## config.mk

```make
export PLATFORM = sky130hd
export DESIGN_NAME = hrb_register_bank
export DESIGN_NICKNAME = d
export VERILOG_FILES = /design/src/hrb_serial_port.v /design/src/hrb_parallel_port.v /design/src/hrb_register_bank.v
export VERILOG_INCLUDE_DIRS = /design/src
export SDC_FILE = /design/constraint.sdc
export NUM_CORES = 1
export LEC_CHECK = 0
export CAP_MARGIN = 20
export CORE_MARGIN = 8
export CORE_UTILIZATION = 50
export CTS_BUF_LIST = sky130_fd_sc_hd__clkbuf_8
export DETAILED_ROUTE_END_ITERATION = 10
export DONT_BUFFER_PORTS = 1
export PLACE_DENSITY = 0.64
export SKIP_LAST_GASP = 1
export SYNTH_ARGS = -nofsm -noshare
export SYNTH_HDL_FRONTEND = slang
export SYNTH_SLANG_ARGS = --single-unit
```

## constraint.sdc

```tcl
create_clock -name clk -period 2.5 [get_ports clk]
set_input_delay 0.25 -clock clk [delete_from_list [all_inputs] [get_ports clk]]
set_output_delay 0.25 -clock clk [all_outputs]
set_load 0.01 [all_outputs]
```

## src/hrb_defs.vh

```
// Purpose: Constants of the host register bank and interrupt logic.
// Assumes: Included by the design files by bare name.
// Notes: Offsets are 5-bit register addresses.
`ifndef HRB_DEFS_VH
`define HRB_DEFS_VH
`define HRB_ADDR_SIGNATURE 5'h00
`define HRB_ADDR_ALOOP 5'h01
`define HRB_ADDR_RLOOP 5'h02
`define HRB_ADDR_ONES 5'h03
`define HRB_ADDR_SA_STAT 5'h04
`define HRB_ADDR_DRV_STAT 5'h05
`define HRB_ADDR_SA_MASK 5'h06
`define HRB_ADDR_DRV_MASK 5'h07
`define HRB_ADDR_SA_FLAG 5'h08
`define HRB_ADDR_DRV_FLAG 5'h09
`define HRB_ADDR_SRST 5'h0A
`define HRB_ADDR_MON 5'h0B
`define HRB_ADDR_DLOOP 5'h0C
`define HRB_ADDR_CRIT 5'h0D
`define HRB_ADDR_AAO 5'h0E
`define HRB_ADDR_GCFG 5'h0F
`define HRB_ADDR_OE 5'h12
`define HRB_ADDR_AI_STAT 5'h13
`define HRB_ADDR_AI_MASK 5'h14
`define HRB_ADDR_AI_FLAG 5'h15
`define HRB_ADDR_BANK 5'h1F
`define HRB_ADDR_EXP_RSV_LO 5'h08
`define HRB_BANK_EXPANDED 8'hAA
`define HRB_RESET_BYTE 8'h00
// The signature value is arbitrary and names no real part.
`define HRB_SIGNATURE_VALUE 8'h5A
`define HRB_CH_BITS 4
`define HRB_CLK_MHZ 50
`define HRB_SRST_NS 1000
`define HRB_SRST_CYCLES ((`HRB_SRST_NS * `HRB_CLK_MHZ) / 1000)
`define HRB_SER_BITS 16
`endif

```

## src/hrb_serial_port.v

```verilog
// Purpose: Serial host port: 16-bit frame, command byte then data byte.
// Assumes: Pins are already synchronised; frame is MSB first, sampled on
//   the rising serial clock, framed by an active-low select.
// Notes: Command bit 0 is read/write, bits 5..1 the address.
`include "hrb_defs.vh"
module hrb_serial_port (
  input wire clk,
  input wire resetn,
  input wire ce,
  input wire sel_n,
  input wire sclk,
  input wire serial_in_pin,
  input wire [7:0] rd_data,
  output reg serial_out_pin,
  output reg rd_req,
  output reg wr_req,
  output reg [4:0] addr,
  output reg [7:0] wr_data
);
  reg sclk_d;
  reg [4:0] bitcnt;
  reg [7:0] cmd;
  reg [7:0] shift;
  reg [7:0] rd_shift;
  wire rise = sclk & ~sclk_d;
  wire fall = ~sclk & sclk_d;

  always @(posedge clk or negedge resetn)
  begin
    if (!resetn)
    begin
      sclk_d <= 1'b0;
      bitcnt <= 5'h00;
      cmd <= 8'h00;
      shift <= 8'h00;
      rd_shift <= 8'h00;
      serial_out_pin <= 1'b0;
      rd_req <= 1'b0;
      wr_req <= 1'b0;
      addr <= 5'h00;
      wr_data <= 8'h00;
    end
    else if (ce)
    begin
      sclk_d <= sclk;
      rd_req <= 1'b0;
      wr_req <= 1'b0;
      if (sel_n)
        bitcnt <= 5'h00;
      else if (rise && bitcnt < `HRB_SER_BITS)
      begin
        bitcnt <= bitcnt + 5'h01;
        shift <= {shift[6:0], serial_in_pin};
        // A one in the read/write bit reads, a zero writes (see RQ18).
        if (bitcnt == 5'h07)
        begin
          cmd <= {shift[6:0], serial_in_pin};
          addr <= shift[4:0];
          if (serial_in_pin)
            rd_req <= 1'b1;
        end
        if (bitcnt == 5'h0F && !cmd[0])
        begin
          wr_data <= {shift[6:0], serial_in_pin};
          wr_req <= 1'b1;
        end
      end
      else if (fall && bitcnt >= 5'h08 && cmd[0])
      begin
        serial_out_pin <= rd_shift[7];
        rd_shift <= {rd_shift[6:0], 1'b0};
      end
      if (rd_req)
        rd_shift <= rd_data;
    end
  end
endmodule

```

## src/hrb_parallel_port.v

```verilog
// Purpose: Parallel host port: strobe-based read and write of 5-bit address.
// Assumes: Pins synchronised; multiplexed mode latches address on ale.
// Notes: One request pulse per strobe: reads on strobe assertion, writes on strobe release.
module hrb_parallel_port (
  input wire clk,
  input wire resetn,
  input wire ce,
  input wire mux_mode,
  input wire cs_n,
  input wire rd_n,
  input wire wr_n,
  input wire ale,
  input wire [4:0] addr_pins,
  input wire [7:0] data_in,
  output reg rd_req,
  output reg wr_req,
  output reg [4:0] addr,
  output reg [7:0] wr_data
);
  reg rd_d;
  reg wr_d;
  reg [4:0] latched;
  wire rd_act = ~cs_n & ~rd_n;
  wire wr_act = ~cs_n & ~wr_n;
  // Five address bits: dedicated lines, or the low multiplexed lines
  // (see RQ13).
  wire [4:0] cur_addr = mux_mode ? latched : addr_pins;

  always @(posedge clk or negedge resetn)
  begin
    if (!resetn)
    begin
      rd_d <= 1'b0;
      wr_d <= 1'b0;
      latched <= 5'h00;
      rd_req <= 1'b0;
      wr_req <= 1'b0;
      addr <= 5'h00;
      wr_data <= 8'h00;
    end
    else if (ce)
    begin
      rd_d <= rd_act;
      wr_d <= wr_act;
      if (ale)
        latched <= data_in[4:0];
      rd_req <= rd_act & ~rd_d;
      // Writes take effect when the strobe is released, data is stable then.
      wr_req <= wr_d & ~wr_act;
      if ((rd_act & ~rd_d) | wr_act)
        addr <= cur_addr;
      if (wr_act)
        wr_data <= data_in;
    end
  end
endmodule

```

## src/hrb_register_bank.v

```verilog
// Purpose: Host register bank with bank pointer and latched interrupt.
// Assumes: One 50 MHz clock; host pins and status inputs are asynchronous
//   and pass two flip-flops here before use.
// Notes: Expanded bank is a plain byte store; line datapath lives outside.
//
// Behaviour
// RQ1 - Interrupts come only from signal absence, driver fault, alarm changes.
// RQ2 - Signal absence status follows its detector on each channel.
// RQ3 - Driver fault status follows short-circuit monitor on each channel.
// RQ4 - Alarm indication status follows its detector on each channel.
// RQ5 - One latched active-low open-drain interrupt output reports all sources.
// RQ6 - Mask bit one enables that channel's flag for that source.
// RQ7 - Any change of an enabled status bit sets its flag, asserts interrupt.
// RQ8 - Masks reset to zero; a zero mask ignores status changes.
// RQ9 - Host reads the three flag registers to find the cause.
// RQ10 - Reading a status register clears its matching flag register.
// RQ11 - Status bits are live, not latched, and clear with the condition.
// RQ12 - Interrupt released only when no flag remains pending.
// RQ13 - Five address bits select registers on every host port.
// RQ14 - Bank pointer 0xAA selects expanded bank; cleared selects primary.
// RQ15 - Primary 10,11,16-1E and expanded 08-0F are reserved.
// RQ16 - Host keeps expanded test registers 10-1E at zero.
// RQ17 - Host writes reserved bit positions with their default value.
// RQ18 - Serial frame: command byte with read/write and address, then data.
// RQ19 - Writing the soft reset register resets all registers for about 1 us.
// RQ20 - Bit n of per-channel registers is channel n; upper nibble reserved.
`include "hrb_defs.vh"
module hrb_register_bank (
  input wire clk,
  input wire resetn,
  input wire ce,
  input wire serial_mode,
  input wire mux_mode,
  input wire cs_n,
  input wire rd_n,
  input wire wr_n,
  input wire ale,
  input wire [4:0] addr_pins,
  input wire [7:0] data_in,
  output reg [7:0] data_out,
  output wire data_oe,
  input wire sclk,
  input wire serial_in_pin,
  output wire serial_out_pin,
  input wire [3:0] signal_absence,
  input wire [3:0] driver_fault,
  input wire [3:0] alarm_indication,
  output wire irq_n_out,
  output wire irq_n_oe,
  output reg [7:0] analog_loopback_ctrl,
  output reg [7:0] remote_loopback_ctrl,
  output reg [7:0] all_ones_tx_ctrl,
  output reg [7:0] monitor_select,
  output reg [7:0] digital_loopback_ctrl,
  output reg [7:0] signal_criteria_cfg,
  output reg [7:0] auto_all_ones_ctrl,
  output reg [7:0] global_cfg,
  output reg [7:0] output_enable_cfg,
  output wire soft_reset_active
);
  // ----------------------------------------------------------------------
  // Input synchronisers
  // ----------------------------------------------------------------------
  reg [24:0] sync1;
  reg [24:0] sync2;
  wire [24:0] raw_in = {serial_mode, mux_mode, cs_n, rd_n, wr_n, ale,
    sclk, serial_in_pin, addr_pins, signal_absence, driver_fault,
    alarm_indication};

  always @(posedge clk or negedge resetn)
  begin
    if (!resetn)
    begin
      sync1 <= 25'h0700000;
      sync2 <= 25'h0700000;
    end
    else if (ce)
    begin
      sync1 <= raw_in;
      sync2 <= sync1;
    end
  end

  wire s_serial = sync2[24];
  wire s_mux = sync2[23];
  wire s_cs_n = sync2[22];
  wire s_rd_n = sync2[21];
  wire s_wr_n = sync2[20];
  wire s_ale = sync2[19];
  wire s_sclk = sync2[18];
  wire s_ser_in = sync2[17];
  wire [4:0] s_addr = sync2[16:12];
  wire [3:0] s_sa = sync2[11:8];
  wire [3:0] s_drv = sync2[7:4];
  wire [3:0] s_ai = sync2[3:0];

  // Data bus lines are sampled while a write strobe is low for several
  // cycles, so they are read only through a second stage as well.
  reg [7:0] din1;
  reg [7:0] din2;
  always @(posedge clk or negedge resetn)
  begin
    if (!resetn)
    begin
      din1 <= 8'h00;
      din2 <= 8'h00;
    end
    else if (ce)
    begin
      din1 <= data_in;
      din2 <= din1;
    end
  end

  // ----------------------------------------------------------------------
  // Host ports
  // ----------------------------------------------------------------------
  wire p_rd;
  wire p_wr;
  wire [4:0] p_addr;
  wire [7:0] p_data;
  wire s_rd;
  wire s_wr;
  wire [4:0] sr_addr;
  wire [7:0] sr_data;
  wire [7:0] read_value;

  hrb_parallel_port u_par (
    .clk(clk),
    .resetn(resetn),
    .ce(ce & ~s_serial),
    .mux_mode(s_mux),
    .cs_n(s_cs_n),
    .rd_n(s_rd_n),
    .wr_n(s_wr_n),
    .ale(s_ale),
    .addr_pins(s_addr),
    .data_in(din2),
    .rd_req(p_rd),
    .wr_req(p_wr),
    .addr(p_addr),
    .wr_data(p_data)
  );

  hrb_serial_port u_ser (
    .clk(clk),
    .resetn(resetn),
    .ce(ce & s_serial),
    .sel_n(s_cs_n),
    .sclk(s_sclk),
    .serial_in_pin(s_ser_in),
    .rd_data(read_value),
    .serial_out_pin(serial_out_pin),
    .rd_req(s_rd),
    .wr_req(s_wr),
    .addr(sr_addr),
    .wr_data(sr_data)
  );

  // Serial addresses come from command bits 5..1 (see RQ13).
  wire [4:0] acc_addr = s_serial ? sr_addr : p_addr;
  wire acc_rd = s_serial ? s_rd : p_rd;
  wire acc_wr = s_serial ? s_wr : p_wr;
  wire [7:0] acc_data = s_serial ? sr_data : p_data;

  // ----------------------------------------------------------------------
  // Soft reset
  // ----------------------------------------------------------------------
  localparam [31:0] SRST_FULL = `HRB_SRST_CYCLES;
  localparam [5:0] SRST_LEN = SRST_FULL[5:0];
  reg [5:0] srst_cnt;
  reg [7:0] bank_pointer;
  wire expanded = (bank_pointer == `HRB_BANK_EXPANDED);
  wire srst_hit = acc_wr & ~expanded & (acc_addr == `HRB_ADDR_SRST);
  assign soft_reset_active = (srst_cnt != 6'h00);

  always @(posedge clk or negedge resetn)
  begin
    if (!resetn)
      srst_cnt <= 6'h00;
    else if (ce)
    begin
      if (srst_hit)
        srst_cnt <= SRST_LEN; // see RQ19
      else if (srst_cnt != 6'h00)
        srst_cnt <= srst_cnt - 6'h01;
    end
  end

  // ----------------------------------------------------------------------
  // Status, masks and flags
  // ----------------------------------------------------------------------
  reg [3:0] sa_prev;
  reg [3:0] drv_prev;
  reg [3:0] ai_prev;
  reg [3:0] sa_mask;
  reg [3:0] drv_mask;
  reg [3:0] ai_mask;
  reg [3:0] sa_flag;
  reg [3:0] drv_flag;
  reg [3:0] ai_flag;
  reg [7:0] exp_store [0:7];

  // Flag update: set wins over clear-on-read so no change is lost.
  function [3:0] flag_next;
    input [3:0] flag;
    input [3:0] now;
    input [3:0] prev;
    input [3:0] mask;
    input clr;
    begin
      flag_next = (clr ? 4'h0 : flag) | ((now ^ prev) & mask);
    end
  endfunction

  wire prim_rd = acc_rd & ~expanded;
  wire prim_wr = acc_wr & ~expanded & ~soft_reset_active;
  wire clr_sa = prim_rd & (acc_addr == `HRB_ADDR_SA_STAT); // see RQ10
  wire clr_drv = prim_rd & (acc_addr == `HRB_ADDR_DRV_STAT);
  wire clr_ai = prim_rd & (acc_addr == `HRB_ADDR_AI_STAT);
  integer i;

  always @(posedge clk or negedge resetn)
  begin
    if (!resetn)
    begin
      sa_prev <= 4'h0;
      drv_prev <= 4'h0;
      ai_prev <= 4'h0;
      sa_mask <= 4'h0;
      drv_mask <= 4'h0;
      ai_mask <= 4'h0;
      sa_flag <= 4'h0;
      drv_flag <= 4'h0;
      ai_flag <= 4'h0;
      bank_pointer <= `HRB_RESET_BYTE;
      analog_loopback_ctrl <= `HRB_RESET_BYTE;
      remote_loopback_ctrl <= `HRB_RESET_BYTE;
      all_ones_tx_ctrl <= `HRB_RESET_BYTE;
      monitor_select <= `HRB_RESET_BYTE;
      digital_loopback_ctrl <= `HRB_RESET_BYTE;
      signal_criteria_cfg <= `HRB_RESET_BYTE;
      auto_all_ones_ctrl <= `HRB_RESET_BYTE;
      global_cfg <= `HRB_RESET_BYTE;
      output_enable_cfg <= `HRB_RESET_BYTE;
      for (i = 0; i < 8; i = i + 1)
        exp_store[i] <= `HRB_RESET_BYTE;
    end
    else if (ce)
    begin
      // Status is live; previous values track it even while masked.
      sa_prev <= s_sa; // see RQ2
      drv_prev <= s_drv; // see RQ3
      ai_prev <= s_ai; // see RQ4
      if (soft_reset_active)
      begin
        sa_mask <= 4'h0;
        drv_mask <= 4'h0;
        ai_mask <= 4'h0;
        sa_flag <= 4'h0;
        drv_flag <= 4'h0;
        ai_flag <= 4'h0;
        bank_pointer <= `HRB_RESET_BYTE;
        analog_loopback_ctrl <= `HRB_RESET_BYTE;
        remote_loopback_ctrl <= `HRB_RESET_BYTE;
        all_ones_tx_ctrl <= `HRB_RESET_BYTE;
        monitor_select <= `HRB_RESET_BYTE;
        digital_loopback_ctrl <= `HRB_RESET_BYTE;
        signal_criteria_cfg <= `HRB_RESET_BYTE;
        auto_all_ones_ctrl <= `HRB_RESET_BYTE;
        global_cfg <= `HRB_RESET_BYTE;
        output_enable_cfg <= `HRB_RESET_BYTE;
        for (i = 0; i < 8; i = i + 1)
          exp_store[i] <= `HRB_RESET_BYTE; // see RQ19
      end
      else
      begin
        // Three sources only, masked per channel (see RQ1, RQ6, RQ7, RQ8).
        sa_flag <= flag_next(sa_flag, s_sa, sa_prev, sa_mask, clr_sa);
        drv_flag <= flag_next(drv_flag, s_drv, drv_prev, drv_mask, clr_drv);
        ai_flag <= flag_next(ai_flag, s_ai, ai_prev, ai_mask, clr_ai);
        if (acc_wr && acc_addr == `HRB_ADDR_BANK)
          bank_pointer <= acc_data; // see RQ14
        if (acc_wr && expanded && acc_addr < `HRB_ADDR_EXP_RSV_LO)
          exp_store[acc_addr[2:0]] <= acc_data;
        if (prim_wr)
        begin
          // Only the low nibble exists per channel (see RQ20).
          case (acc_addr)
            `HRB_ADDR_ALOOP: analog_loopback_ctrl <= {4'h0, acc_data[3:0]};
            `HRB_ADDR_RLOOP: remote_loopback_ctrl <= {4'h0, acc_data[3:0]};
            `HRB_ADDR_ONES: all_ones_tx_ctrl <= {4'h0, acc_data[3:0]};
            `HRB_ADDR_SA_MASK: sa_mask <= acc_data[3:0];
            `HRB_ADDR_DRV_MASK: drv_mask <= acc_data[3:0];
            `HRB_ADDR_AI_MASK: ai_mask <= acc_data[3:0];
            `HRB_ADDR_MON: monitor_select <= acc_data;
            `HRB_ADDR_DLOOP: digital_loopback_ctrl <= {4'h0, acc_data[3:0]};
            `HRB_ADDR_CRIT: signal_criteria_cfg <= acc_data;
            `HRB_ADDR_AAO: auto_all_ones_ctrl <= {4'h0, acc_data[3:0]};
            `HRB_ADDR_GCFG: global_cfg <= acc_data;
            `HRB_ADDR_OE: output_enable_cfg <= {4'h0, acc_data[3:0]};
            default: ;
          endcase
        end
      end
    end
  end

  // ----------------------------------------------------------------------
  // Read multiplexer
  // ----------------------------------------------------------------------
  // Reserved addresses and test registers read as zero; test registers
  // are not stored since they must stay zero (see RQ15, RQ16).
  reg [7:0] rv;
  always @*
  begin
    rv = 8'h00;
    if (acc_addr == `HRB_ADDR_BANK)
      rv = bank_pointer;
    else if (expanded)
    begin
      if (acc_addr < `HRB_ADDR_EXP_RSV_LO)
        rv = exp_store[acc_addr[2:0]];
    end
    else
    begin
      case (acc_addr)
        `HRB_ADDR_SIGNATURE: rv = `HRB_SIGNATURE_VALUE;
        `HRB_ADDR_ALOOP: rv = analog_loopback_ctrl;
        `HRB_ADDR_RLOOP: rv = remote_loopback_ctrl;
        `HRB_ADDR_ONES: rv = all_ones_tx_ctrl;
        `HRB_ADDR_SA_STAT: rv = {4'h0, s_sa}; // see RQ11
        `HRB_ADDR_DRV_STAT: rv = {4'h0, s_drv};
        `HRB_ADDR_AI_STAT: rv = {4'h0, s_ai};
        `HRB_ADDR_SA_MASK: rv = {4'h0, sa_mask};
        `HRB_ADDR_DRV_MASK: rv = {4'h0, drv_mask};
        `HRB_ADDR_AI_MASK: rv = {4'h0, ai_mask};
        `HRB_ADDR_SA_FLAG: rv = {4'h0, sa_flag}; // see RQ9
        `HRB_ADDR_DRV_FLAG: rv = {4'h0, drv_flag};
        `HRB_ADDR_AI_FLAG: rv = {4'h0, ai_flag};
        `HRB_ADDR_MON: rv = monitor_select;
        `HRB_ADDR_DLOOP: rv = digital_loopback_ctrl;
        `HRB_ADDR_CRIT: rv = signal_criteria_cfg;
        `HRB_ADDR_AAO: rv = auto_all_ones_ctrl;
        `HRB_ADDR_GCFG: rv = global_cfg;
        `HRB_ADDR_OE: rv = output_enable_cfg;
        default: rv = 8'h00;
      endcase
    end
  end
  assign read_value = rv;

  always @(posedge clk or negedge resetn)
  begin
    if (!resetn)
      data_out <= 8'h00;
    else if (ce && acc_rd)
      data_out <= rv;
  end

  assign data_oe = ~s_serial & ~s_cs_n & ~s_rd_n;

  // ----------------------------------------------------------------------
  // Interrupt pin
  // ----------------------------------------------------------------------
  // Open drain: the pin only ever pulls low, held while any flag is
  // pending (see RQ5, RQ12).
  assign irq_n_out = 1'b0;
  assign irq_n_oe = |{sa_flag, drv_flag, ai_flag};
endmodule

```

Word-level counts from Yosys, hierarchy flattened
Cells that the tools add are included.
Storage, ports and cells
  register bits after elaboration: 320
  output and inout bits: 85
Cells by class
  multiplexer cells: 76
  magnitude comparators: 5
  reductions and logical operators: 55
  bitwise operators: 39
  eq/ne operators: 25
  add/subtract/negate cells: 2
Operator list (count)
  $mux 8: 40
  $pmux 8 s19: 1
  $mux 64: 2
  $bwmux 64: 1
  $mux 4: 15
  $eq 5x4->1 const B: 9
  $reduce_and 3->1: 13
  $reduce_bool 2->1: 18
  $eq 5x3->1 const B: 5
  $eq 5x5->1 const B: 5
  $bmux 8 s3: 1
  $demux 8 s3: 1
  $mux 5: 4
  $and 1x1->1: 17
  $reduce_and 4->1: 4
  $reduce_and 2->1: 7
  $and 4x4->4: 3
  $mux 6: 2
  $or 4x4->4: 3
  $reduce_or 12->1: 1
  $xor 4x4->4: 3
  $not 1->1: 11
  $eq 5x2->1 const B: 2
  $logic_and 1x1->1: 9
  16 further kinds: 25

Longest topological paths before layout
Gate-level depths: netlist of the first run.
  depth after elaboration: 9
  depth in mapped cells: 11
  mapped depth without buffers: 9

By module
From an unflattened synthesis of the first run, not the netlist that was laid out.
Unflattened totals
  cell total of the unflattened synthesis: 1198
  area total of the unflattened synthesis: 13990.9 um2
By module, submodules not included
  hrb_register_bank: sequential area each 5913.2 um2, cells an instance 1026, area an instance 11432.2 um2, times used 1
  hrb_serial_port: sequential area each 950.9 um2, cells an instance 115, area an instance 1666.6 um2, times used 1
  hrb_parallel_port: sequential area each 550.5 um2, cells an instance 57, area an instance 892.1 um2, times used 1

Worst setup path after synthesis of the first run
No wires, ideal clock.
  path kind: reg-to-reg
  start: reg sync2[24]
  end: reg output_enable_cfg[0]
  cell stages (with the launch flop): 9
  data arrival time: 2142 ps
  buffers on the path: 4
  setup slack: 233 ps
  clock period less this slack: 2267 ps
  path through: dfrtp_1 buf_6 buf_6 clkbuf_8 buf_4 o32ai_1 nand2_1 a21oi_1 mux2_2
On the way
  word-level cells in the longest chain between the ends: 5
  elaborated cells between the ends (all ways): 12
  those cells by class: 1 x eq/ne; 6 x mux; 2 x bitwise; 3 x reduce/logical
RTL lines
  from (decl): RTL line hrb_register_bank.v:65  | reg [24:0] sync2;
  from (signal assigned): RTL line hrb_register_bank.v:80  | sync2 <= sync1;
  $mux 1: RTL line hrb_register_bank.v:163  | wire acc_wr = s_serial ? s_wr : p_wr;
  $and 1x1->1 (2 in a row): RTL line hrb_register_bank.v:217  | wire prim_wr = acc_wr & ~expanded & ~soft_reset_active;
  $reduce_bool 2->1 (no source line)
  $reduce_and 3->1 (no source line)
  to (signal assigned): RTL line hrb_register_bank.v:245  | output_enable_cfg <= `HRB_RESET_BYTE;
  to (signal assigned): RTL line hrb_register_bank.v:272  | output_enable_cfg <= `HRB_RESET_BYTE;
  to (signal assigned): RTL line hrb_register_bank.v:301  | `HRB_ADDR_OE: output_enable_cfg <= {4'h0, acc_data[3:0]};
  to (decl): RTL line hrb_register_bank.v:58  | output reg [7:0] output_enable_cfg,
Several ways; a longest one is shown, not always the timed one. The select of a mux whose other input is x is not followed.
A chain may end at the register's enable or synchronous reset.

Final worst setup path of the first run
  start: reg sync2[24]
  end: reg u_ser.rd_shift[3]
On the way
  word-level cells in the longest chain between the ends: 9
  elaborated cells between the ends (all ways): 33
  those cells by class: 1 x order compare; 19 x eq/ne; 9 x mux; 2 x bitwise; 2 x reduce/logical
RTL lines
  $mux 5: RTL line hrb_register_bank.v:161  | wire [4:0] acc_addr = s_serial ? sr_addr : p_addr;
  $not 3->4 (implied by the code): RTL line hrb_register_bank.v:323  | rv = exp_store[acc_addr[2:0]];
  $bmux 8 s3: RTL line hrb_register_bank.v:323
  $mux 8 (implied by the code) (2 in a row): RTL line hrb_register_bank.v:323
  $mux 8: RTL line hrb_register_bank.v:322  | if (acc_addr < `HRB_ADDR_EXP_RSV_LO)
  $mux 8: RTL line hrb_register_bank.v:320  | else if (expanded)
  $mux 8: RTL line hrb_register_bank.v:318  | if (acc_addr == `HRB_ADDR_BANK)
  $mux 8: RTL line hrb_serial_port.v:73  | if (rd_req)
  to (signal assigned): RTL line hrb_serial_port.v:71  | rd_shift <= {rd_shift[6:0], 1'b0};
  to (signal assigned): RTL line hrb_serial_port.v:74  | rd_shift <= rd_data;
  to (decl): RTL line hrb_serial_port.v:24  | reg [7:0] rd_shift;
Several ways; a longest one is shown, not always the timed one. The select of a mux whose other input is x is not followed.

==> impl_metrics.csv, run 1 <==
group,metric,value,unit
outcome,status,"complete, but fails checks",
outcome,violations,"negative hold slack, negative setup slack",
sta,max_slew_margin,29.46,%
sta,timing.fmax,386.5,MHz
finish,fillers,2311,
detailed_routing,wirelength,43230,µm
sta,worstMarginPinSlew,1.058,ns
synthesis,seq_area_frac_synth,51.70,%
synthesis,synthFlopType,"dfrtp_1",
placed_design,routabilityCongestion,0.9403,
floorplanning,ios,121,
placed_design,hpwl,30690,µm
grt,antenna_found_initial,0,
sta,fin_skew,0.03348,ns
clock_network,root_buffer,"clkbuf_8",
finish,diodes,0,
finish,post-route-util,61.91,%
detailed_routing,first_iter_violations,793,
grt,grt-ovfl-total,0,
sta,worst_slack,-0.08738,ns
detailed_routing,ant_nets,0,
detailed_routing,viasPerCell,5.782,
grt,grt_max_degree,297,
worst_setup_path,worst-path-buf-inv,3,
grt,met3_usage,5.845,%
worst_setup_path,worstSetupEndpointType,"flop",
sta,min_period,2.587,ns
floorplanning,rows,62,
clock_network,clkLatencyLatePin,0.59,ns
finish,nets,1496,
synthesis,netlist_area,14340,µm²
floorplanning,die-height,185.4,µm
worst_setup_path,startpoint_type,"flop",
sta,hold_viol_final,296,
worst_setup_path,crit_arrival,3.03,ns
floorplanning,coreArea,28470,µm²
floorplanning,die_x,185.4,µm
sta,setup_viol,7,
power,p_per_area,785.5,nW/µm²
worst_setup_path,path_class,"flop to flop",
synthesis,async_flop_share,100.0,%
clock_network,cts.reportedPaths.clkPinSlew,0.06,ns
grt,use_met1,33.69,%
clock_network,htreeDepth,2,
power,vdd_drop_max,0.4572,mV
worst_setup_path,worstPathCellList,"buf_4 -> and4b_1 -> buf_4 -> or2_2 -> a22o_1 -> a22oi_2 -> buf_4 -> nand4_1 -> a21oi_2 -> o21ai_1",
sta,fin_crit_sh,103.5,%
grt,use_met2,38.75,%
run,cap_violations,0,
sta,finalMaxSlewViolations,0,
sta,rsz0062_at_grt,"yes",
synthesis,synth.avg_cell_area,11.28,µm²
synthesis,yosysWarnings,0,
clock_network,clk_path_buf_depth,3,
floorplanning,die_area,34360,µm²
worst_setup_path,critPathTopFamily,"simple AND/OR/NAND/NOR gates",
power,leakage,7.937,nW
clock_network,ctsHoldBuffers,35,
worst_setup_path,cpMostUsedCell,"buf_4",
grt,busiest_layer,"met2",
synthesis,synth_edf_count,0,
grt,grtUsageTotal,25.16,%
finish,syn_to_final_growth,22.89,%
clock_network,cts_buffers,50,
worst_setup_path,slowest_delay,0.45,ns
finish,final_cell_mix,"dfrtp_1, mux2_2, buf_4",
worst_setup_path,critical_path_required,2.94,ns
synthesis,synth.distinct_cells,91,
finish,drive_above_1_share,36.35,%
floorplanning,start_util,50.37,%
synthesis,ys_ff_latch,296,
grt,grt_pass1_wl,65570,µm
sta,holdWs,-0.6414,ns
min_path,hp-class,"input pin to async pin",
grt,grt_pass1_vias,10754,
worst_setup_path,slowest_stage,"dfrtp_2",
placed_design,numPortBuffers,0,
synthesis,syn_inst,1271,
sta,tns,-0.3319,ns
detailed_routing,drcViolationCount,0,
clock_network,cts_tree,"done",
detailed_routing,drtPass1Iterations,5,
detailed_routing,routedWlPerCell,23.05,µm
detailed_routing,vias,10842,
finish,layout_commonest_cell,"dfrtp_1",
clock_network,cts_sinks,296,
worst_setup_path,worstPathMaxFanout,6,
synthesized netlist by cell type (6+ instances only):
cell | instances | area, µm²
dfrtp_1 | 290 | 7257
mux2_2 | 181 | 2038
nand2_1 | 139 | 521.8
o21ai_0 | 116 | 580.6
mux2i_1 | 55 | 550.5
nor2_1 | 55 | 206.5
clkbuf_1 | 40 | 150.1
buf_4 | 34 | 255.2
nand3_1 | 27 | 135.1
o211ai_1 | 23 | 172.7
a21oi_1 | 22 | 110.1
a32o_1 | 16 | 160.2
inv_1 | 15 | 56.30
buf_2 | 14 | 70.07
xor2_1 | 14 | 122.6
and2_1 | 13 | 81.33
nand2b_1 | 12 | 75.07
a31oi_1 | 10 | 62.56
nor3_1 | 10 | 50.05
nor3b_1 | 10 | 75.07
o221ai_1 | 10 | 87.58
a22o_1 | 6 | 52.55
buf_1 | 6 | 22.52
buf_6 | 6 | 67.56
dfstp_2 | 6 | 157.7
what timing repair did:
| action | 4_1_cts | 5_1_grt |
|---|---|---|
| hold endpoints to repair | 383 | 296 |
| cloned | 0 | 0 |
| resized for setup | 31 | 89 |
| endpoints found under the setup margin | 76 | 127 |
| setup buffers | 5 | 12 |
| pin swaps | 9 | 29 |
cells by family after synthesis:
kind of cell             after synthesis  synth area share [%]
AO/OA/AOI/OAI                        272                 12.76
adder cells (fa/ha/maj)                3                0.2618
other                                  1               0.02615
multiplexers                         237                 18.15
buffers and inverters                121                 4.781
XOR/XNOR                              16                0.9772
flip-flops                           296                 51.70
AND/OR/NAND/NOR                      325                 11.35
path summary, 6_finish.rpt:
kind	cells past startpoint	startpoint	slack, ns	to
setup / recovery	10	sync2[24]	-0.09	u_ser.rd_shift[3]
hold / removal	0	resetn	-0.64	exp_store[36]
setup reg to reg	10	sync2[24]	-0.09	u_ser.rd_shift[3]
hold reg to reg	1	u_par.wr_d	0.47	u_par.wr_d
max in group asynchronous	0	resetn	2.26	sync1[1]
min in group clk	4	ce	0.06	u_ser.rd_req
worst reg2reg max path, stage by stage, from the launching register on:
cell     delay [ns]
dfrtp_2        0.45
buf_4          0.15
and4b_1        0.22
buf_4          0.14
or2_2          0.36
a22o_1         0.29
a22oi_2        0.14
buf_4          0.13
nand4_1        0.25
a21oi_2        0.26
o21ai_1        0.08
registers in the layout, indices dropped and copies added (netlist names), 5 cells and up:
register / flops
din1: 8
srst_cnt: 6
u_par.wr_data: 8
signal_criteria_cfg: 8
exp_store: 64
u_ser.wr_data: 8
global_cfg: 8
sync2: 25
u_ser.rd_shift: 8
u_ser.addr: 5
din2: 8
monitor_select: 8
u_par.addr: 5
sync1: 25
u_ser.shift: 7
bank_pointer: 8
data_out: 8
u_ser.bitcnt: 5
u_par.latched: 5
cell type report:
cell class                      instances  area, µm²  share of cell area, %
Inverter                               16      60.06                 0.3408
Timing Repair Buffer                  215       1857                  10.54
Clock inverter                         20      103.9                 0.5892
Clock buffer                           66      908.4                  5.154
Multi-Input combinational cell        878       6794                  38.55
Tap cell                              384      480.5                  2.726
Sequential cell                       296       7421                  42.11
power by group:
part | internal, mW | total (mW) | switching, mW
Combinational | 1.75 | 3.63 | 1.88
Sequential | 5.30 | 5.86 | 0.553
Clock | 2.43 | 4.36 | 1.92
through the flow:
step	total power [mW]	setup WS (ns)	hold WS, ns	std cells	cell area (µm²)
after global placement	8.919	-0.2402	-0.02966	1737	15610
after floorplan	7.614	0.2334	-0.04559	1295	14430
after global routing	14.43	-0.1483	-0.6621	1875	17620
final	13.84	-0.08738	-0.6414	1875	17620
after CTS	13.54	-0.05050	-0.6560	1863	17160
after detailed placement	8.977	-0.3505	-0.03192	1737	15610
routing by layer:
| metal | up-vias | part of all wire, % |
|---|---|---|
| met2 | 387 | 46 |
| li1 | 4960 | - |
| met3 | 94 | 7.5 |
| met1 | 5401 | 43 |
| met5 | - | 0 |
| met4 | 0 | 3.8 |
Note: power is estimated with default switching activity, not from simulation.
==> inputs of run 2 (changes only) <==
--- a/config.mk
+++ b/config.mk
@@ -8,11 +8,11 @@
 export LEC_CHECK = 0
 export CAP_MARGIN = 20
 export CORE_MARGIN = 8
-export CORE_UTILIZATION = 50
+export CORE_UTILIZATION = 60
 export CTS_BUF_LIST = sky130_fd_sc_hd__clkbuf_8
 export DETAILED_ROUTE_END_ITERATION = 10
 export DONT_BUFFER_PORTS = 1
-export PLACE_DENSITY = 0.64
+export PLACE_DENSITY = 0.75
 export SKIP_LAST_GASP = 1
 export SYNTH_ARGS = -nofsm -noshare
 export SYNTH_HDL_FRONTEND = slang
==> impl_metrics.csv, run 2 (synthesis results as in run 1) <==
group,metric,value,unit
outcome,status,"complete, but fails checks",
outcome,violations,"negative hold slack, negative setup slack",
floorplanning,ios,121,
finish,diodes,0,
finish,top_register,"exp_store",
grt,antenna_found_initial,0,
worst_setup_path,worstPathMaxFanout,7,
clock_network,cts_tree,"done",
floorplanning,coreArea,23470,µm²
clock_network,ctsHoldBuffers,35,
detailed_routing,vias,10998,
finish,final_cell_mix,"dfrtp_1, mux2_2, buf_4",
floorplanning,die_x,170.6,µm
power,p_per_area,795.9,nW/µm²
worst_setup_path,path_class,"flop to flop",
finish,layout_commonest_cell,"dfrtp_1",
grt,met3_usage,6.522,%
sta,fin_skew,0.01898,ns
grt,grt_pass1_vias,10960,
finish,nets,1484,
grt,use_met1,37.17,%
grt,grtUsageTotal,28.50,%
detailed_routing,first_iter_violations,1021,
worst_setup_path,startpoint_type,"flop",
clock_network,htreeDepth,2,
sta,hold_viol_final,296,
sta,timing.fmax,382.5,MHz
floorplanning,rows,56,
placed_design,routabilityCongestion,0.9744,
sta,tns,-0.4405,ns
finish,reg_top3,"exp_store (64), sync1 (25), sync2 (25)",
sta,fin_crit_sh,104.6,%
clock_network,cts.reportedPaths.clkPinSlew,0.06,ns
grt,grt_max_degree,297,
min_path,hp-class,"input pin to async pin",
sta,finalMaxSlewViolations,0,
floorplanning,die_area,29110,µm²
clock_network,clkLatencyLatePin,0.57,ns
clock_network,cts_sinks,296,
finish,drive_above_1_share,35.20,%
grt,grt_pass1_wl,63740,µm
sta,worstMarginPinSlew,0.7574,ns
finish,post-route-util,74.33,%
detailed_routing,drtPass1Iterations,5,
detailed_routing,viasPerCell,6.103,
finish,syn_to_final_growth,21.66,%
floorplanning,start_util,61.10,%
sta,min_period,2.615,ns
grt,busiest_layer,"met2",
detailed_routing,wirelength,41730,µm
grt,use_met2,45.88,%
worst_setup_path,critical_path_required,2.94,ns
finish,fillers,1610,
worst_setup_path,worstSetupEndpointType,"flop",
worst_setup_path,crit_arrival,3.05,ns
worst_setup_path,slowest_delay,0.46,ns
detailed_routing,routedWlPerCell,23.16,µm
worst_setup_path,slowest_stage,"dfrtp_2",
sta,worst_slack,-0.1146,ns
sta,setup_viol,8,
sta,holdWs,-0.6164,ns
run,cap_violations,0,
placed_design,dpl.cell_count,1661,
sta,rsz0062_at_grt,"yes",
grt,grt-ovfl-total,0,
placed_design,hpwl,29220,µm
clock_network,clk_path_buf_depth,3,
clock_network,root_buffer,"clkbuf_8",
floorplanning,die-height,170.6,µm
placed_design,numPortBuffers,0,
finish,largest_register_ffs,64,
worst_setup_path,worstPathCellList,"buf_6 -> clkbuf_16 -> and4bb_2 -> o22a_1 -> buf_6 -> a222oi_1 -> o2111a_1 -> nand4_1 -> o2111ai_1 -> a31oi_1",
clock_network,cts_buffers,49,
sta,max_slew_margin,49.40,%
worst_setup_path,cpMostUsedCell,"buf_6",
finish,final_cells,1802,
detailed_routing,drcViolationCount,0,
detailed_routing,ant_nets,0,
power,vdd_drop_max,0.5588,mV
placed_design,dp_slack,-0.2966,ns
power,leakage,7.896,nW
[run 2: critical path, delay by kind of cell, from the launching register on]
kind	cells	cell delay [ns]
buffers and inverters	3	0.46
AO/OA/AOI/OAI	5	1.16
AND/OR/NAND/NOR	2	0.42
flip-flops	1	0.46
[run 2: power by group]
part | total (mW) | leakage (nW) | internal, mW | switching (mW)
Sequential | 5.84 | 3.88 | 5.30 | 0.539
Combinational | 3.58 | 3.42 | 1.73 | 1.85
Clock | 4.46 | 0.596 | 2.52 | 1.94
[run 2: cell type report]
type                            instances  area [µm²]  area share [%]
Clock buffer                           65       894.6           5.127
Clock inverter                         24       155.1          0.8892
Inverter                               16       60.06          0.3442
Multi-Input combinational cell        878        6749           38.68
Sequential cell                       296        7420           42.52
Tap cell                              319       399.1           2.288
Timing Repair Buffer                  204        1770           10.15
[run 2: metrics by stage]
step / instance area (µm²) / power [mW]
floorplan: 14430 / 7.614
global placement: 15430 / 8.906
detailed placement: 15430 / 8.979
CTS: 16920 / 13.56
global route: 17450 / 14.43
finish: 17450 / 13.89
[run 2: layer usage]
layer	up-vias	part of all wire, %
li1	4925	-
met1	5530	41
met2	436	47
met3	107	7.8
met4	0	3.3
met5	-	0
[run 2: what timing repair did]
action                                  4_1_cts  5_1_grt
endpoints found under the hold margin       383      296
gates resized for setup                      16       89
gates cloned                                  0        2
buffers inserted                              2       13
pin swaps                                     3       39
endpoints found under the setup margin       61      144
[run 2: path summary, 6_finish.rpt]
path	startpoint	endpoint	slack (ns)	cells past startpoint
worst max-delay path	sync2[24]	u_ser.rd_shift[1]	-0.11	10
worst min-delay path	resetn	exp_store[52]	-0.62	0
worst max register to register	sync2[24]	u_ser.rd_shift[1]	-0.11	10
worst min register to register	u_par.wr_d	u_par.wr_d	0.48	1
max in group asynchronous	resetn	sync2[22]	2.67	0
min in group clk	ce	ai_flag[0]	0.09	2
==> inputs of run 3 (changes only) <==
--- a/config.mk
+++ b/config.mk
@@ -17,3 +17,4 @@
 export SYNTH_ARGS = -nofsm -noshare
 export SYNTH_HDL_FRONTEND = slang
 export SYNTH_SLANG_ARGS = --single-unit
+export TNS_END_PERCENT = 5
==> impl_metrics.csv, run 3 (synthesis results as in run 1) <==
group,metric,value,unit
detailed_routing,viasPerCell,6.095,
run,cap_violations,0,
worst_setup_path,slowest_stage,"dfrtp_2",
finish,reg_top3,"exp_store (64), sync1 (25), sync2 (25)",
worst_setup_path,critPathTopFamily,"compound AO/OA/AOI/OAI gates",
clock_network,htreeDepth,2,
finish,final_cell_mix,"dfrtp_1, mux2_2, buf_4",
grt,antenna_found_initial,0,
finish,syn_to_final_growth,19.74,%
placed_design,dp_slack,-0.2966,ns
worst_setup_path,worstSetupEndpointType,"flop",
finish,layout_commonest_cell,"dfrtp_1",
sta,min_period,2.719,ns
grt,grtUsageTotal,28.50,%
sta,timing.fmax,367.8,MHz
worst_setup_path,worstPathCellList,"buf_4 -> clkbuf_16 -> and4bb_2 -> o22a_1 -> buf_6 -> a222oi_1 -> o2111a_1 -> nand4_1 -> o2111ai_1 -> a31oi_1",
placed_design,numPortBuffers,0,
sta,setup_viol,68,
power,leakage,7.829,nW
clock_network,cts.reportedPaths.clkPinSlew,0.06,ns
worst_setup_path,worstReg2RegStart,"sync2[24]",
worst_setup_path,worst-path-buf-inv,3,
clock_network,cts_buffers,49,
sta,fin_crit_sh,108.8,%
outcome,status,"complete, but fails checks",
finish,nets,1479,
worst_setup_path,rr_worst_depth,10,
placed_design,place_area,15430,µm²
grt,grt-ovfl-total,0,
floorplanning,coreArea,23470,µm²
clock_network,clk_path_buf_depth,3,
sta,fin_skew,0.02518,ns
worst_setup_path,critical_path_required,2.92,ns
grt,grt_pass1_wl,63740,µm
detailed_routing,routedWlPerCell,23.01,µm
floorplanning,ios,121,
worst_setup_path,r2r_slack,-0.22,ns
worst_setup_path,crit_arrival,3.14,ns
grt,grt_max_degree,297,
finish,post-route-util,73.16,%
power,p_per_area,797.3,nW/µm²
worst_setup_path,slowest_delay,0.46,ns
floorplanning,rows,56,
floorplanning,die-height,170.6,µm
clock_network,clkLatencyLatePin,0.57,ns
worst_setup_path,path_depth,10,
sta,rsz0062_at_grt,"yes",
worst_setup_path,timing.rr.end,"u_ser.rd_shift[1]",
clock_network,cts_tree,"done",
clock_network,root_buffer,"clkbuf_8",
grt,grt_pass1_vias,10964,
sta,worst_slack,-0.2188,ns
worst_setup_path,worstPathMaxFanout,18,
sta,hold_viol_final,296,
detailed_routing,vias,10952,
min_path,hp-class,"input pin to async pin",
worst_setup_path,path_class,"flop to flop",
finish,diodes,0,
detailed_routing,wirelength,41340,µm
finish,finalInstanceArea,17170,µm²
finish,fillers,1655,
finish,top_register,"exp_store",
sta,holdWs,-0.6159,ns
placed_design,hpwl,29220,µm
finish,seqCellArea,7417,µm²
floorplanning,die_x,170.6,µm
finish,multi_input_area,6554,µm²
detailed_routing,ant_nets,0,
floorplanning,die_area,29110,µm²
sta,max_slew_margin,49.22,%
floorplanning,start_util,61.10,%
worst_setup_path,critPathCapture,"u_ser.rd_shift[1]",
outcome,violations,"negative hold slack, negative setup slack",
finish,largest_register_ffs,64,
power,vdd_drop_max,0.5590,mV
worst_setup_path,startpoint_type,"flop",
clock_network,cts_sinks,296,
clock_network,ctsHoldBuffers,35,
detailed_routing,drcViolationCount,0,
sta,finalMaxSlewViolations,0,
detailed_routing,first_iter_violations,1155,
placed_design,routabilityCongestion,0.9744,
sta,tns,-6.769,ns
detailed_routing,drtPass1Iterations,5,
sta,worstMarginPinSlew,0.7601,ns
worst_setup_path,critPathLaunch,"sync2[24]",
finish,drive_above_1_share,33.09,%
-- run 3: routing by layer --
layer  GRT usage, %  vias to the layer above  wire, µm  share of wire, %
met3          6.476                      108      3488               8.4
met5              0                        -         0                 0
met4          11.17                        0      1479               3.6
li1               -                     4909         -                 -
met1          37.14                     5462     16910                41
met2          45.83                      473     19470                47
-- run 3: power breakdown --
| part | total [mW] | internal, mW | switching (mW) |
|---|---|---|---|
| Combinational | 3.41 | 1.64 | 1.77 |
| Clock | 4.45 | 2.52 | 1.93 |
| Sequential | 5.84 | 5.30 | 0.533 |
| Total | 13.7 | 9.46 | 4.23 |
-- run 3: per-stage QoR --
step	cells	power, mW
after floorplan	1295	7.614
after global placement	1661	8.906
after detailed placement	1661	8.979
after CTS	1787	13.55
after global routing	1797	14.23
final	1797	13.69
-- run 3: final cells by class --
class | count | area share [%]
Sequential cell | 296 | 43.19
Multi-Input combinational cell | 878 | 38.16
Timing Repair Buffer | 199 | 9.858
Clock buffer | 65 | 5.209
Tap cell | 319 | 2.324
Clock inverter | 24 | 0.9035
Inverter | 16 | 0.3497
-- run 3: repair_timing --
| item | CTS | global route |
|---|---|---|
| resized for setup | 12 | 33 |
| pin swaps | 3 | 16 |
| setup endpoints to repair | 61 | 148 |
| setup buffers | 2 | 9 |
| endpoints found under the hold margin | 383 | 296 |
| gates cloned | 0 | 1 |
-- run 3: how the worst min path moves through the flow --
stage | end | cells after the start
floorplan | ai_flag[0] | 0
global placement | exp_store[52] | 0
detailed placement | exp_store[52] | 0
CTS | exp_store[34] | 0
global route | exp_store[52] | 0
finish | srst_cnt[0] | 0
